## src/logic/crsc_pkg.sv

```systemverilog
// Package of shared constants for the crank sensor conditioner.
`default_nettype none
package crsc_pkg;
	// Register byte offsets on the Avalon-MM slave.
	localparam logic [4:0] OFS_RUN   = 5'h00;
	localparam logic [4:0] OFS_CRANK = 5'h04;
	localparam logic [4:0] OFS_MISC  = 5'h08;
	localparam logic [4:0] OFS_DECAY = 5'h0C;
	localparam logic [4:0] OFS_STAT  = 5'h10;
	localparam logic [4:0] OFS_WIDTH = 5'h14;
	// Reset values.
	localparam logic [7:0]  RST_RUN   = 8'h50;
	localparam logic [7:0]  RST_CRANK = 8'h00;
	localparam logic [7:0]  RST_MISC  = 8'h00;
	localparam logic [15:0] RST_DECAY = 16'h0100;
	// Parameter register fields.
	localparam int THR_MSB = 7;
	localparam int THR_LSB = 4;
	localparam int BLK_MSB = 3;
	localparam int BLK_LSB = 0;
	// Miscellaneous register bit positions.
	localparam int MISC_AUTO  = 7;
	localparam int MISC_DIS   = 6;
	localparam int MISC_LOREF = 5;
	localparam int MISC_SE    = 4;
	localparam int MISC_DEGL  = 3;
	localparam int MISC_TDMSB = 2;
	// Blanking step is one thirty-second of the reference pulse.
	localparam logic [3:0] BLK_SHIFT  = 4'h5;
	// Deglitch window is five five-hundred-twelfths, close to one percent.
	localparam logic [3:0] DEGL_MULT  = 4'h5;
	localparam logic [3:0] DEGL_SHIFT = 4'h9;
	localparam logic [3:0] THR_MAX    = 4'hF;
	typedef enum logic [1:0] {
		ST_MANUAL = 2'b00,
		ST_MAX    = 2'b01,
		ST_DECAY  = 2'b11
	} crsc_auto_t;
endpackage : crsc_pkg
`default_nettype wire

```

## src/logic/crsc_pulse_meter.sv

```systemverilog
// Measures the last high and low durations of a logic level.
`timescale 1ns/1ps
`default_nettype none
module crsc_pulse_meter
	import crsc_pkg::*;
#(
	parameter int CNT_W = 16
)(
	// Clock, reset and clock enable.
	input  wire logic             ref_clk,
	input  wire logic             sys_rst,
	input  wire logic             ce,
	// Measured level and results.
	input  wire logic             level,
	output logic      [CNT_W-1:0] high_w,
	output logic      [CNT_W-1:0] low_w
);
	logic             prev_reg;
	logic [CNT_W-1:0] cnt_reg;
	wire              edge_seen = level != prev_reg;
	wire              cnt_full  = &cnt_reg;

	// Counter saturates so a stalled wheel reads as the longest pulse.
	always_ff @(posedge ref_clk or posedge sys_rst)
		if (sys_rst)
		begin
			prev_reg <= 1'b0;
			cnt_reg  <= '0;
			high_w   <= '0;
			low_w    <= '0;
		end
		else if (ce)
		begin
			prev_reg <= level;
			if (edge_seen)
				cnt_reg <= CNT_W'(1);
			else if (!cnt_full)
				cnt_reg <= cnt_reg + CNT_W'(1);
			if (edge_seen && !level)
				high_w <= cnt_reg;
			if (edge_seen && level)
				low_w <= cnt_reg;
		end
endmodule : crsc_pulse_meter
`default_nettype wire

```

## src/logic/crsc_top.sv

```systemverilog
// Crank sensor conditioner: parameter sets, deglitch, blanking and tachometer.
`timescale 1ns/1ps
`default_nettype none
module crsc_top
	import crsc_pkg::*;
#(
	parameter int CNT_W = 16
)(
	// Clock, reset and clock enable.
	input  wire logic        ref_clk,
	input  wire logic        sys_rst,
	input  wire logic        ce,
	// Avalon-MM slave.
	input  wire logic [4:0]  avs_address,
	input  wire logic        avs_read,
	input  wire logic        avs_write,
	input  wire logic [31:0] avs_writedata,
	output logic      [31:0] avs_readdata,
	output logic             avs_waitrequest,
	// Analog front end.
	input  wire logic        comp_in,
	input  wire logic        zero_cross,
	input  wire logic        sensor_logic_in,
	output logic      [3:0]  threshold_code,
	output logic             single_ended_select,
	output logic             path_disable,
	// Outputs to the host.
	output logic             crank_pulse_out,
	output logic             tachometer_out
);
	function automatic logic [CNT_W-1:0] scale(input logic [CNT_W-1:0] w,
		input logic [3:0] m, input logic [3:0] sh);
		logic [CNT_W+3:0] p;
		p = {4'h0, w} * {{CNT_W{1'b0}}, m};
		return CNT_W'(p >> sh);
	endfunction : scale

	logic [7:0]       run_reg;
	logic [7:0]       crank_reg;
	logic [7:0]       misc_reg;
	logic [15:0]      decay_reg;
	logic             ack_reg;
	logic [31:0]      rdata_reg;
	crsc_auto_t       st_reg;
	crsc_auto_t       st_next;
	logic [3:0]       athr_reg;
	logic [3:0]       athr_next;
	logic [15:0]      dcnt_reg;
	logic             cand_reg;
	logic [CNT_W-1:0] stab_reg;
	logic             filt_reg;
	logic [CNT_W-1:0] blank_reg;
	logic             out_reg;
	logic [2:0]       tcnt_reg;
	logic             tach_reg;
	logic [CNT_W-1:0] high_w;
	logic [CNT_W-1:0] low_w;

	// Bus decode.
	wire req      = avs_read || avs_write;
	wire acc      = req && ack_reg;
	wire wr_run   = acc && avs_write && avs_address == OFS_RUN;
	wire wr_crank = acc && avs_write && avs_address == OFS_CRANK;
	wire wr_misc  = acc && avs_write && avs_address == OFS_MISC;
	wire wr_decay = acc && avs_write && avs_address == OFS_DECAY;

	// Active parameter set.
	wire       crank_act = crank_reg != 8'h00;
	wire [7:0] eff_code  = crank_act ? crank_reg : run_reg;
	wire [3:0] sel_thr   = eff_code[THR_MSB:THR_LSB];
	wire [3:0] blk_code  = eff_code[BLK_MSB:BLK_LSB];
	wire       auto_en   = misc_reg[MISC_AUTO];
	wire       lo_ref    = misc_reg[MISC_LOREF];
	wire       degl_en   = misc_reg[MISC_DEGL];
	wire [2:0] tdiv      = misc_reg[MISC_TDMSB:0];

	// Windows from the latest measurements.
	wire [CNT_W-1:0] ref_w       = lo_ref ? low_w : high_w;
	wire [CNT_W:0]   per_sum     = {1'b0, high_w} + {1'b0, low_w};
	wire [CNT_W-1:0] period_w    = per_sum[CNT_W] ? '1 : per_sum[CNT_W-1:0];
	wire [CNT_W-1:0] blank_len   = scale(ref_w, blk_code, BLK_SHIFT);
	wire [CNT_W-1:0] degl_len    = scale(period_w, DEGL_MULT, DEGL_SHIFT);

	// Input path.
	wire raw       = path_disable ? sensor_logic_in : comp_in;
	wire stab_full = &stab_reg;
	wire stable_ok = cand_reg == raw && stab_reg >= degl_len;
	wire filt      = degl_en ? filt_reg : raw;
	wire blanking  = blank_reg != '0;
	wire take_edge = !blanking && filt != out_reg;

	// Tachometer divider: code 0 keeps the output low, else toggles every tdiv rises.
	wire out_rise  = take_edge && filt;
	wire tach_wrap = tcnt_reg + 3'h1 >= tdiv;

	// Auto threshold decay.
	wire dec_done = dcnt_reg >= decay_reg;
	always_comb
	begin
		st_next   = st_reg;
		athr_next = athr_reg;
		case (st_reg)
			ST_MANUAL:
				if (auto_en && zero_cross)
				begin
					st_next   = ST_MAX;
					athr_next = THR_MAX;
				end
			ST_MAX:
				if (dec_done)
					st_next = ST_DECAY;
			ST_DECAY:
				if (!auto_en || athr_reg <= sel_thr)
					st_next = ST_MANUAL;
				else if (dec_done)
					athr_next = athr_reg - 4'h1;
			default:
				st_next = ST_MANUAL;
		endcase
	end

	wire [31:0] rd_mux =
		avs_address == OFS_RUN   ? {24'h0, run_reg} :
		avs_address == OFS_CRANK ? {24'h0, crank_reg} :
		avs_address == OFS_MISC  ? {24'h0, misc_reg} :
		avs_address == OFS_DECAY ? {16'h0, decay_reg} :
		avs_address == OFS_STAT  ? {20'h0, threshold_code, eff_code[3:0],
			st_reg, crank_act, out_reg} :
		avs_address == OFS_WIDTH ? {16'(low_w), 16'(high_w)} : 32'h0;

	// One wait state, then the access completes.
	assign avs_waitrequest     = req && !ack_reg;
	assign avs_readdata        = rdata_reg;
	assign threshold_code      = st_reg == ST_MANUAL ? sel_thr : athr_reg;
	assign single_ended_select = misc_reg[MISC_SE];
	assign path_disable        = misc_reg[MISC_DIS];
	assign crank_pulse_out     = out_reg;
	assign tachometer_out      = tach_reg;

	always_ff @(posedge ref_clk or posedge sys_rst)
		if (sys_rst)
		begin
			ack_reg   <= 1'b0;
			rdata_reg <= 32'h0;
		end
		else if (ce)
		begin
			ack_reg   <= req && !ack_reg;
			rdata_reg <= (req && !ack_reg) ? rd_mux : rdata_reg;
		end

	always_ff @(posedge ref_clk or posedge sys_rst)
		if (sys_rst)
		begin
			run_reg   <= RST_RUN;
			crank_reg <= RST_CRANK;
			misc_reg  <= RST_MISC;
			decay_reg <= RST_DECAY;
		end
		else if (ce)
		begin
			if (wr_run)
				run_reg <= avs_writedata[7:0];
			if (wr_crank)
				crank_reg <= avs_writedata[7:0];
			if (wr_misc)
				misc_reg <= avs_writedata[7:0];
			if (wr_decay)
				decay_reg <= avs_writedata[15:0];
		end

	always_ff @(posedge ref_clk or posedge sys_rst)
		if (sys_rst)
		begin
			st_reg   <= ST_MANUAL;
			athr_reg <= THR_MAX;
			dcnt_reg <= 16'h0;
		end
		else if (ce)
		begin
			st_reg   <= st_next;
			athr_reg <= athr_next;
			dcnt_reg <= (st_next != st_reg || dec_done) ? 16'h0 : dcnt_reg + 16'h1;
		end

	// Deglitch needs the level to hold for the whole window before it passes.
	always_ff @(posedge ref_clk or posedge sys_rst)
		if (sys_rst)
		begin
			cand_reg <= 1'b0;
			stab_reg <= '0;
			filt_reg <= 1'b0;
		end
		else if (ce)
		begin
			cand_reg <= raw;
			if (cand_reg != raw)
				stab_reg <= '0;
			else if (!stab_full)
				stab_reg <= stab_reg + CNT_W'(1);
			if (stable_ok)
				filt_reg <= cand_reg;
		end

	always_ff @(posedge ref_clk or posedge sys_rst)
		if (sys_rst)
		begin
			out_reg   <= 1'b0;
			blank_reg <= '0;
		end
		else if (ce)
		begin
			if (take_edge)
			begin
				out_reg   <= filt;
				blank_reg <= blank_len;
			end
			else if (blanking)
				blank_reg <= blank_reg - CNT_W'(1);
		end

	always_ff @(posedge ref_clk or posedge sys_rst)
		if (sys_rst)
		begin
			tcnt_reg <= 3'h0;
			tach_reg <= 1'b0;
		end
		else if (ce)
		begin
			if (tdiv == 3'h0)
			begin
				tcnt_reg <= 3'h0;
				tach_reg <= 1'b0;
			end
			else if (out_rise)
			begin
				tcnt_reg <= tach_wrap ? 3'h0 : tcnt_reg + 3'h1;
				tach_reg <= tach_wrap ? !tach_reg : tach_reg;
			end
		end

	// Measures the conditioned output, so blanked noise never shortens a window.
	crsc_pulse_meter #(
		.CNT_W (CNT_W)
	) u_meter (
		.ref_clk (ref_clk),
		.sys_rst (sys_rst),
		.ce      (ce),
		.level   (out_reg),
		.high_w  (high_w),
		.low_w   (low_w)
	);

	property p_sel_run;
		@(posedge ref_clk) disable iff (sys_rst)
		crank_reg == 8'h00 |-> threshold_code == run_reg[7:4] || st_reg != ST_MANUAL;
	endproperty
	a_sel_run: assert property (p_sel_run) else $error("running set not applied");

	property p_sel_crank;
		@(posedge ref_clk) disable iff (sys_rst)
		crank_reg != 8'h00 && st_reg == ST_MANUAL |-> threshold_code == crank_reg[7:4];
	endproperty
	a_sel_crank: assert property (p_sel_crank) else $error("cranking set not applied");

	property p_auto_max;
		@(posedge ref_clk) disable iff (sys_rst)
		ce && auto_en && zero_cross && st_reg == ST_MANUAL |=> threshold_code == 4'hF;
	endproperty
	a_auto_max: assert property (p_auto_max) else $error("auto did not jump to max");

	property p_blank_hold;
		@(posedge ref_clk) disable iff (sys_rst)
		blanking |=> $stable(out_reg);
	endproperty
	a_blank_hold: assert property (p_blank_hold) else $error("output moved while blanked");

	property p_blank_load;
		@(posedge ref_clk) disable iff (sys_rst)
		$changed(out_reg) |-> blank_reg == $past(blank_len);
	endproperty
	a_blank_load: assert property (p_blank_load) else $error("blanking not started");

	property p_ref_sel;
		@(posedge ref_clk) disable iff (sys_rst)
		lo_ref && blk_code == 4'h8 |-> blank_len == CNT_W'(low_w >> 2);
	endproperty
	a_ref_sel: assert property (p_ref_sel) else $error("low reference not used");

	property p_bypass;
		@(posedge ref_clk) disable iff (sys_rst)
		ce && path_disable && !degl_en && !blanking && sensor_logic_in
			|=> crank_pulse_out;
	endproperty
	a_bypass: assert property (p_bypass) else $error("bypass input not passed");

	property p_tach_off;
		@(posedge ref_clk) disable iff (sys_rst)
		ce && tdiv == 3'h0 |=> !tachometer_out;
	endproperty
	a_tach_off: assert property (p_tach_off) else $error("tachometer not held off");

	property p_bus_wait;
		@(posedge ref_clk) disable iff (sys_rst)
		ce && req && avs_waitrequest |=> !ce || !avs_waitrequest;
	endproperty
	a_bus_wait: assert property (p_bus_wait) else $error("bus answer late");

	property p_blank_zero;
		@(posedge ref_clk) disable iff (sys_rst)
		ce && take_edge && blk_code == 4'h0 |=> !blanking;
	endproperty
	a_blank_zero: assert property (p_blank_zero) else $error("code zero still blanks");

	// A stalled enable must also stall the blanking count, or windows would shrink.
	property p_ce_hold;
		@(posedge ref_clk) disable iff (sys_rst)
		!ce |=> $stable(out_reg) && $stable(blank_reg) && $stable(tach_reg);
	endproperty
	a_ce_hold: assert property (p_ce_hold) else $error("state moved while disabled");

	c_blank: cover property (@(posedge ref_clk) disable iff (sys_rst) take_edge && blank_len > 2);
	c_decay: cover property (@(posedge ref_clk) disable iff (sys_rst)
		st_reg == ST_DECAY ##1 st_reg == ST_MANUAL);
	c_crank: cover property (@(posedge ref_clk) disable iff (sys_rst) crank_act && tach_reg);
	c_frozen: cover property (@(posedge ref_clk) disable iff (sys_rst) !ce && filt != out_reg);
endmodule : crsc_top
`default_nettype wire

```

## config.mk

```make
export PLATFORM = sky130hd
export DESIGN_NAME = crsc_top
export DESIGN_NICKNAME = d
export VERILOG_FILES = /design/src/logic/crsc_pkg.sv /design/src/logic/crsc_pulse_meter.sv /design/src/logic/crsc_top.sv
export SDC_FILE = /design/constraint.sdc
export NUM_CORES = 1
export LEC_CHECK = 0
export ABC_AREA = 1
export BUFFER_PORTS_ARGS = -buffer_cell sky130_fd_sc_hd__buf_2
export CAP_MARGIN = 20
export CORE_AREA = 4 4 214 216
export DETAILED_ROUTE_END_ITERATION = 6
export DIE_AREA = 0 0 218 220
export PLACE_DENSITY_LB_ADDON = 0.2
export SYNTH_ARGS = -nofsm -noshare
export SYNTH_HDL_FRONTEND = slang
export SYNTH_SLANG_ARGS = --single-unit
```

## constraint.sdc

```tcl
create_clock -name ref_clk -period 8.47 [get_ports ref_clk]
set_input_delay 0.4235 -clock ref_clk [delete_from_list [all_inputs] [get_ports ref_clk]]
set_output_delay 0.4235 -clock ref_clk [all_outputs]
set_load 0.03 [all_outputs]
```

==> results of run 1 <==
power by group through the flow:
| stage | Sequential, W | Combinational (W) | Clock [W] |
|---|---|---|---|
| finish | 0.00107 | 0.000688 | 0.000831 |
| global route | 0.00109 | 0.000802 | 0.000890 |
| CTS | 0.00107 | 0.000698 | 0.000867 |
| detailed placement | 0.00109 | 0.000692 | 0 |
| global placement | 0.00108 | 0.000683 | 0 |
| floorplan | 0.00106 | 0.000522 | 0 |
layout by cell type, fill, tap and decap left out, types with 8 or more instances in the layout:
| master | count |
|---|---|
| nand3_1 | 57 |
| nor2_1 | 157 |
| o22ai_1 | 14 |
| xor2_1 | 30 |
| o21ai_0 | 180 |
| a31oi_1 | 8 |
| nor3_1 | 18 |
| xnor2_1 | 10 |
| o21ai_1 | 11 |
| nand2_1 | 375 |
| a221oi_1 | 12 |
| fa_1 | 28 |
| nand2_2 | 17 |
| clkbuf_16 | 17 |
| buf_2 | 69 |
| nand4_1 | 13 |
| ha_1 | 105 |
| inv_1 | 251 |
| dfrtp_1 | 176 |
| a21oi_1 | 137 |
worst min path at each step:
| stage | cells past startpoint | start | end |
|---|---|---|---|
| 2_1_floorplan | 2 | cand_reg$_DFFE_PP0P_ | cand_reg$_DFFE_PP0P_ |
| 3_5_place_dp | 2 | avs_readdata[14]$_DFFE_PP0P_ | avs_readdata[14]$_DFFE_PP0P_ |
| 4_1_cts | 2 | sys_rst | cand_reg$_DFFE_PP0P_ |
| 6_report | 2 | sys_rst | stab_reg[13]$_DFFE_PP0P_ |
| 5_1_grt | 3 | avs_writedata[8] | decay_reg[8]$_DFFE_PP1P_ |
| 3_3_place_gp | 2 | avs_readdata[14]$_DFFE_PP0P_ | avs_readdata[14]$_DFFE_PP0P_ |
through the flow:
stage	power, W	std cells
finish	0.00259	2390
global route	0.00278	2390
CTS	0.00263	2390
detailed placement	0.00178	2358
global placement	0.00177	2358
floorplan	0.00159	1730
layer usage:
layer / vias to the layer above / global-route usage / wire length (um)
met5: - / 0 / 0
met3: 41 / 0.0240 / 1120
met1: 5315 / 0.216 / 17900
li1: 5783 / - / -
met2: 167 / 0.250 / 16600
met4: 0 / 0.0493 / 826
cells by family after synthesis:
family	share of synthesized area
flip-flops	0.350
AO/OA/AOI/OAI	0.174
XOR/XNOR	0.0280
buffers and inverters	0.0859
adder cells (fa/ha/maj)	0.143
AND/OR/NAND/NOR	0.219
layout make-up:
type / instances / area share
well taps: 592 / 0.0505
inverters: 257 / 0.0663
multi-input cells: 1253 / 0.504
repair buffers: 73 / 0.0256
clock inverters: 13 / 0.0113
flip-flops and latches: 183 / 0.313
clock buffers: 19 / 0.0295
==> summary.txt, run 1 <==
Final layout
  • Max reg flops: 32
  • Fin area: approximately 0.015 mm2
  • Diode count: 0
  • Area grow syn2layout: 11.9%
  • Layout Nets: roughly 2000
  • Storage cell area: around 0.0046 mm2
  • Fill cells: about 4800
  • Utilization after layout: 0.334
  • Area of the multi-input gates: approximately 0.0074 mm2
  • Fraction of layout cells with a size suffix above 1: 0.0895

GRT
  • Largest net degree at the start of global routing: approximately 110
  • GR Util All Layers: 0.156
  • Initial antenna violation count: 0
  • GRT overflow: 0
  • Vias in the first global route: 11100
  • First-pass GRT wire length: slightly below 60000 um

Placement
  • Setup WS pre-CTS: around 3.2 ns
  • Post-Place Cell Area: about 0.014 mm2
  • IO Port Bufs: 69
  • Post-DP HPWL: around 28000 um
  • Routability cong.: about 0.85

Synthesis
  • Post-synthesis cell count: ~1700
  • Post-synth cell types: 63
  • Synthesized flop and latch total: 183
  • Mean post-synth cell area: ~7.6 um2
  • Post-synthesis sequential area ratio: 0.350
  • Synth Cell Area: 0.0131 mm2
  • EDFF count, synth: 0
  • Mapped Nets: between 1500 and 2000
  • Synth Flop Type: dfrtp_1
  • Most common cell in the netlist: nand2_1
  • Syn. warnings: 0
  • Area contributors post-synth: dfrtp_1 34%, nand2_1 11%, ha_1 10%
  • Synth top area share: 0.336
  • Post-synth top area cell: dfrtp_1
  • Proportion of synthesized flip-flops having asynchronous set or reset: 1.00
  • Commonest cells in the netlist: 376 x nand2_1, 252 x inv_1, 180 x o21ai_0

CTS
  • Worst-Skew Late Latency: 0.46 ns
  • Maximum clock path buffer count: 2
  • Post-CTS sizing: 0
  • Clock transition at path regs: about 0.070 ns
  • Hold buffer count at CTS: 0
  • Clk sink count: about 180
  • CTS tree: done
  • # Post-CTS Setup Buffers: 0
  • Root Buffer: clkbuf_16
  • CTS H-Tree Depth: 4
  • Total CTS buffers: 17

Worst setup path
  • Worst Setup SP: u_meter.low_w[2]$_DFFE_PP0P_
  • Slowest cell delay on critical path: 0.57 ns
  • Crit path launch type: flip-flop
  • Max FO, Critical Path: 5
  • Top cell by count, worst path: a21oi_1
  • Setup crit end kind: flip-flop
  • Critical path arrival: ~5.7 ns
  • Critical path class: flip-flop to flip-flop
  • End of the critical path: filt_reg$_DFFE_PP0P_
  • Cell count along the critical path: 25
  • R2R setup slack: 3.16 ns
  • FF-to-FF Start: u_meter.low_w[2]$_DFFE_PP0P_
  • Reg2Reg Depth: 25
  • CP max stage cell: o311ai_0
  • Required @ worst endpoint: 8.85 ns
  • R2r endpoint: filt_reg$_DFFE_PP0P_
  • Crit path buf inv count: 1
  • Delay-heaviest family, CP: compound AO/OA/AOI/OAI gates

Route
  • ANT nets after route: 0
  • First-pass DRT Iterations: 5
  • Via density: about 4.7
  • Routed wire length: 36500 um
  • Initial DRC Count: 763
  • DRC: 0
  • Routed WL per cell: about 15 um
  • Via count: about 11000

Floorplanning
  • Core Rows: between 70 and 80
  • Die height: roughly 220 um
  • # IOs: 86
  • DIE AREA: around 0.048 mm2
  • Initial Utilization: 0.298
  • Core area: roughly 0.044 mm2
  • Die X-Extent: roughly 220 um

STA
  • Slew margin rel.: 0.349
  • Crit share post-route: 0.627
  • Final WS setup: ~3.2 ns
  • Final setup skew: 0.0126 ns
  • Worst-Margin Slew: between 0.9 and 1 ns
  • Fmax: about 190 MHz
  • Final setup fails: 0
  • Fin. max-slew vios: 0
  • Minimum clock period: between 5 and 6 ns
  • TNS Setup: 0 ns
  • RSZ-0062 raised after global routing: false
  • Final hold vios: 0
  • Hold Slack: around 0.12 ns

Run
  • Max cap viols: 0

Power
  • Pwr per Cell Area: 177 mW/mm2
  • Sw frac: 0.358
  • Logic pwr share: 0.266
  • Clock network power share: 0.321
  • IR drop worst, VDD: roughly 0.00014 V
  • Sequential share of power: 0.413
  • Leak: ~7 nW
  • Switching pwr: around 0.00093 W
  • Pint: around 0.0017 W

Outcome
  • Status: finished clean

Hold path
  • Hold crit path type: input pin to async pin
Power figures use the tool's default switching activity.
==> run 2, diff against run 1 <==
==> constraint.sdc (replaced) <==
create_clock -name ref_clk -period 4.45 [get_ports ref_clk]
set_input_delay 0.2225 -clock ref_clk [delete_from_list [all_inputs] [get_ports ref_clk]]
set_output_delay 0.2225 -clock ref_clk [all_outputs]
set_load 0.03 [all_outputs]
==> summary.txt, run 2 (synthesis gave the netlist of run 1 again) <==
Outcome
  • Status: finished clean

Final layout
  • Max reg flops: 32 (unchanged)
  • Fraction of layout cells with a size suffix above 1: 0.191 (+0.101)
  • Leading cell type in the layout, fill and taps excluded: nand2_1
  • Area grow syn2layout: 24.4%
  • Layout Nets: 2081 (+6.0%)
  • Most frequent cells in the layout: 363 x nand2_1, 247 x inv_1, 175 x dfrtp_1
  • Utilization after layout: 0.371 (+0.0371)
  • Fin area: 0.0163 mm2 (+11%)
  • Diode count: 0 (unchanged)
  • Finished Layout Cells: 2508 (+4.9%)

STA
  • Fin. max-slew vios: 0 (unchanged)
  • Crit share post-route: 0.988 (+0.362)
  • Final setup skew: 0.0134 ns (+0.000801 ns)
  • Worst-Margin Slew: 1.20 ns (+0.222 ns)
  • Slew margin rel.: 0.203 (-0.146)
  • Fmax: 227 MHz (+21%)
  • RSZ-0062 raised after global routing: true
  • Final setup fails: 0 (unchanged)
  • Final hold vios: 0 (unchanged)
  • Minimum clock period: 4.40 ns (-0.908 ns)
  • Final WS setup: 0.0514 ns (-3.11 ns)

GRT
  • Largest net degree at the start of global routing: 174 (+55%)
  • First-pass GRT wire length: 62400 um (+4.8%)
  • Initial antenna violation count: 1 (+1)
  • Vias in the first global route: 11700 (+5.3%)
  • GR Util All Layers: 0.164 (+0.00845)
  • Global routing usage on met1: 0.226 (+0.0100)
  • Met2 Resource Use GR: 0.264 (+0.0139)
  • Most Crowded Layer GR: met2
  • Met3 GRT Util: 0.0285 (+0.00455)
  • GRT overflow: 0 (unchanged)

Worst setup path
  • Critical path arrival: 4.74 ns (-0.95 ns)
  • Max FO, Critical Path: 10 (+5)
  • Setup crit end kind: flip-flop
  • Slowest cell delay on critical path: 0.40 ns (-0.17 ns)
  • Critical path class: flip-flop to flip-flop
  • Required @ worst endpoint: 4.79 ns (-4.06 ns)
  • Crit path launch type: flip-flop
  • CP max stage cell: fa_2

Route
  • DRC: 0 (unchanged)
  • ANT nets after route: 0 (unchanged)
  • First-pass DRT Iterations: 5 (unchanged)
  • Initial DRC Count: 673 (-12%)
  • Via density: 4.67 (-1.2%)
  • Routed wire length: 38200 um (+4.7%)
  • Via count: 11700 (+3.6%)
  • Routed WL per cell: 15.2 um (-0.25%)

CTS
  • Maximum clock path buffer count: 2 (unchanged)
  • Total CTS buffers: 17 (unchanged)
  • Worst-Skew Late Latency: 0.48 ns (+0.02 ns)
  • Clock transition at path regs: 0.07 ns (about the same)
  • CTS tree: done
  • Clk sink count: 183 (unchanged)
  • CTS H-Tree Depth: 4 (unchanged)
  • Root Buffer: clkbuf_16

Placement
  • Routability cong.: 0.851 (+0.34%)
  • Placed instance count: 2464 (+4.5%)
  • Post-DP HPWL: 29500 um (+4.5%)
  • Setup WS pre-CTS: -0.222 ns (-3.42 ns)
  • IO Port Bufs: 69 (unchanged)
  • Post-Place Cell Area: 0.0149 mm2 (+6.1%)

Power
  • IR drop worst, VDD: 0.000238 V (+70%)
  • Tot Pwr: 0.00526 W (+100%)
  • Leak: 7.82 nW (+9.2%)
  • Pwr per Cell Area: 323 mW/mm2 (+83%)

Floorplanning
  • # IOs: 86 (unchanged)
  • Die X-Extent: 218 um (unchanged)
  • DIE AREA: 0.0480 mm2 (unchanged)
  • Core Rows: 77 (unchanged)
  • Initial Utilization: 0.298 (unchanged)
  • Core area: 0.0439 mm2 (unchanged)
  • Die height: 220 um (unchanged)

Hold path
  • Hold crit path type: input pin to flip-flop

Run
  • Max cap viols: 0 (unchanged)
-- run 2: cell count changes in the layout (fill, tap and decap cells not counted), sizes merged --
| cell | change |
|---|---|
| buf | +109 |
| dlygate4sd3 | +9 |
| clkbuf | +2 |
| clkinv | -2 |
| bufinv | -1 |
| clkinvlp | +1 |
-- run 2: worst paths after layout --
check	start	slack [ns]	endpoint	depth (start not counted)
hold reg to reg	cand_reg$_DFFE_PP0P_	0.49	cand_reg$_DFFE_PP0P_	2
max in group asynchronous	sys_rst	2.77	misc_reg[5]$_DFFE_PP0P_	4
setup reg to reg	u_meter.low_w[0]$_DFFE_PP0P_	0.05	filt_reg$_DFFE_PP0P_	28
hold / removal	avs_writedata[4]	0.04	run_reg[4]$_DFFE_PP1P_	3
min in group asynchronous	sys_rst	0.25	stab_reg[0]$_DFFE_PP0P_	3
setup / recovery	u_meter.low_w[0]$_DFFE_PP0P_	0.05	filt_reg$_DFFE_PP0P_	28
-- run 2: repair_timing --
| action | 4_1_cts | 5_1_grt |
|---|---|---|
| endpoints found under the hold margin | 18 | 0 |
| resized for setup | 48 | 91 |
| hold buffers | 9 | 0 |
| pin swaps | 13 | 37 |
| endpoints found under the setup margin | 1 | 10 |
| setup buffers | 3 | 0 |
-- run 2: cell type report --
type	count	area, um2
tap	592	741
clock inverter	11	119
inverter	257	976
timing repair buffer	191	1350
multi-input combinational	1253	8070
sequential	183	4590
clock buffer	21	440
fill	4708	27600
-- run 2: power breakdown --
part           leakage (nW)  switching [W]  internal [W]  total, W
sequential             2.40       0.000164       0.00185   0.00202
combinational          5.16       0.000999      0.000728   0.00173
clock                 0.263       0.000731      0.000784   0.00151
-- run 2: per-layer routing --
metal	vias to the layer above	share of wire
met5	-	0
li1	6018	-
met4	0	0.020
met3	40	0.033
met1	5472	0.48
met2	187	0.46
-- run 2: stage by stage --
| step | hold WS (ns) | setup TNS, ns |
|---|---|---|
| 6_report | 0.0450 | 0 |
| 5_1_grt | 0.0364 | -0.202 |
| 4_1_cts | 0.0159 | 0 |
| 3_5_place_dp | 0.201 | -0.222 |
| 3_3_place_gp | 0.204 | -0.156 |
| 2_1_floorplan | 0.353 | 0 |
-- run 2: worst max-delay path, delay by kind of cell (launching register included) --
kind	cells	cell delay (ns)
flops	1	0.39
buf+inv	3	0.25
xor+xnor	1	0.18
compound gates	8	1.06
fa+ha+maj	5	1.51
simple gates	11	0.88
==> run 3, diff against run 2 <==
--- a/config.mk
+++ b/config.mk
@@ -8,9 +8,9 @@
 export ABC_AREA = 1
 export BUFFER_PORTS_ARGS = -buffer_cell sky130_fd_sc_hd__buf_2
 export CAP_MARGIN = 20
-export CORE_AREA = 4 4 214 216
+export CORE_AREA = 4 4 255 182
 export DETAILED_ROUTE_END_ITERATION = 6
-export DIE_AREA = 0 0 218 220
+export DIE_AREA = 0 0 259 186
 export PLACE_DENSITY_LB_ADDON = 0.2
 export SYNTH_ARGS = -nofsm -noshare
 export SYNTH_HDL_FRONTEND = slang
==> summary.txt, run 3 (synthesis gave the netlist of run 1 again) <==
Floorplanning
  • DIE AREA: 0.0482 mm2 (+0.45%)
  • Die X-Extent: 259 um (+19%)
  • Die height: 186 um (-15%)
  • Initial Utilization: 0.300 (+0.00198)
  • Core Rows: 64 (-17%)
  • # IOs: 86 (unchanged)
  • Core area: 0.0436 mm2 (-0.66%)

Power
  • Leak: 7.86 nW (+0.46%)
  • Pwr per Cell Area: 329 mW/mm2 (+2.1%)
  • Tot Pwr: 0.00541 W (+2.9%)
  • IR drop worst, VDD: 0.000292 V (+23%)

Worst setup path
  • Critical path arrival: 4.80 ns (+0.06 ns)
  • Max FO, Critical Path: 3 (-7)
  • Setup crit end kind: flip-flop
  • CP max stage cell: fa_2
  • Slowest cell delay on critical path: 0.41 ns (about the same)
  • Critical path class: flip-flop to flip-flop
  • Delay-heaviest family, CP: adder cells
  • Required @ worst endpoint: 4.83 ns (+0.04 ns)
  • Crit path launch type: flip-flop
  • Crit path buf inv count: 3 (unchanged)

GRT
  • GRT overflow: 0 (unchanged)
  • First-pass GRT wire length: 62300 um (-0.13%)
  • GR Util All Layers: 0.164 (-0.000203)
  • Largest net degree at the start of global routing: 101 (-42%)
  • Vias in the first global route: 11300 (-3.5%)
  • Initial antenna violation count: 4 (+3)

Route
  • Max layer used: met4
  • Routed WL per cell: 15.9 um (+4.3%)
  • M1 WL: 21400 um (+16%)
  • Via count: 12000 (+2.4%)
  • Initial DRC Count: 829 (+23%)
  • Met3 routed WL: 1900 um (+50%)
  • Via density: 4.77 (+2.0%)
  • First-pass DRT Iterations: 5 (unchanged)
  • ANT nets after route: 0 (unchanged)
  • Routed wire length: 40000 um (+4.7%)
  • Met2 wire length: 16300 um (-7.4%)
  • DRC: 0 (unchanged)

STA
  • Final setup skew: 0.0125 ns (-0.000879 ns)
  • Minimum clock period: 4.42 ns (+0.0226 ns)
  • RSZ-0062 raised after global routing: true
  • Slew margin rel.: 0.299 (+0.0958)
  • Fin. max-slew vios: 0 (unchanged)
  • Final hold vios: 0 (unchanged)
  • Worst-Margin Slew: 1.05 ns (-0.146 ns)
  • Fmax: 226 MHz (-0.51%)
  • Final setup fails: 0 (unchanged)
  • Hold Slack: 0.0255 ns (-0.0195 ns)
  • Crit share post-route: 0.994 (+0.00507)

Final layout
  • Area grow syn2layout: 25.4%
  • Layout Nets: 2087 (+0.29%)
  • Finished Layout Cells: 2517 (+0.36%)
  • Fill cells: 4595 (-2.4%)
  • Fraction of layout cells with a size suffix above 1: 0.204 (+0.0135)
  • Utilization after layout: 0.376 (+0.00536)
  • Area of the multi-input gates: 0.00815 mm2 (+0.96%)
  • Storage cell area: 0.00459 mm2 (about the same)
  • Most frequent cells in the layout: 363 x nand2_1, 247 x inv_1, 174 x dfrtp_1
  • Leading cell type in the layout, fill and taps excluded: nand2_1
  • Max reg flops: 32 (unchanged)

CTS
  • Clock transition at path regs: 0.08 ns (about the same)
  • Worst-Skew Late Latency: 0.46 ns (-0.02 ns)
  • Total CTS buffers: 17 (unchanged)
  • CTS tree: done
  • Clk sink count: 183 (unchanged)
  • Maximum clock path buffer count: 2 (unchanged)
  • Root Buffer: clkbuf_16
  • CTS H-Tree Depth: 4 (unchanged)

Run
  • Max cap viols: 0 (unchanged)

Placement
  • IO Port Bufs: 69 (unchanged)
  • Routability cong.: 0.884 (+3.8%)
  • Post-DP HPWL: 30800 um (+4.4%)
  • Placed instance count: 2465 (+0.041%)

Outcome
  • Status: finished clean

Hold path
  • Hold crit path type: input pin to flip-flop
## run 3: area by class of cell
type,instances,area share
timing repair inverter,2,0.000762
clock buffer,17,0.0259
sequential,183,0.280
tap,594,0.0453
clock inverter,15,0.0112
timing repair buffer,195,0.0812
antenna,1,0.000152
multi-input combinational,1253,0.496
inverter,257,0.0594
## run 3: worst register-to-register path, stage by stage, from the launching register on
cell      delay (ns)
dfrtp_1         0.39
ha_2            0.21
fa_2            0.41
nand3_2         0.09
nand2_1         0.07
nand2_1         0.08
nand2_2         0.07
buf_4           0.14
xor2_1          0.13
or2_4           0.28
ha_4            0.26
ha_4            0.29
nand2_2         0.09
nor2_2          0.15
nand2_1         0.08
o21ai_2         0.18
buf_4           0.14
xnor2_2         0.07
ha_1            0.34
a21oi_2         0.12
o21ai_0         0.07
nor2b_1         0.12
o21bai_1        0.14
o311ai_2        0.13
buf_4           0.16
a31oi_2         0.15
## run 3: per-layer routing
| metal | global-route usage | vias to the layer above |
|---|---|---|
| li1 | - | 6028 |
| met1 | 0.258 | 5690 |
| met2 | 0.235 | 251 |
| met3 | 0.0314 | 29 |
| met4 | 0.0265 | 0 |
| met5 | 0 | - |
## run 3: what timing repair did
action | in CTS | in global routing
pin swaps | 12 | 49
hold endpoints to repair | 19 | 0
cloned | 0 | 2
gates resized for setup | 36 | 116
hold buffers | 4 | 0
buffers inserted | 0 | 13
endpoints found under the setup margin | 2 | 12
## run 3: report_power, final
part / leakage, nW / switching (W) / total [W] / internal [W]
clock: 0.286 / 0.000791 / 0.00160 / 0.000807
sequential: 2.40 / 0.000174 / 0.00202 / 0.00185
combinational: 5.17 / 0.00104 / 0.00179 / 0.000751
total: 7.86 / 0.00200 / 0.00541 / 0.00341
## run 3: per-stage QoR
step	setup slack [ns]	setup TNS (ns)	cell area, um2
2_1_floorplan	0.0315	0	13100
3_3_place_gp	-0.171	-0.171	14900
3_5_place_dp	-0.258	-0.272	14900
4_1_cts	-0.0447	-0.0447	15700
5_1_grt	-0.189	-0.215	16400
6_report	0.0288	0	16400
## run 3: final timing paths
kind                                               from                           end  slack (ns)  cells after the start
setup / recovery           u_meter.low_w[0]$_DFFE_PP0P_          filt_reg$_DFFE_PP0P_        0.03                     25
setup reg to reg           u_meter.low_w[0]$_DFFE_PP0P_          filt_reg$_DFFE_PP0P_        0.03                     25
hold / removal                         avs_writedata[9]      decay_reg[9]$_DFFE_PP0P_        0.03                      3
max in group asynchronous                       sys_rst      blank_reg[3]$_DFFE_PP0P_        2.85                      4
hold reg to reg             avs_readdata[0]$_DFFE_PP0P_   avs_readdata[0]$_DFFE_PP0P_        0.48                      2
min in group asynchronous                       sys_rst  avs_readdata[12]$_DFFE_PP0P_        0.37                      3
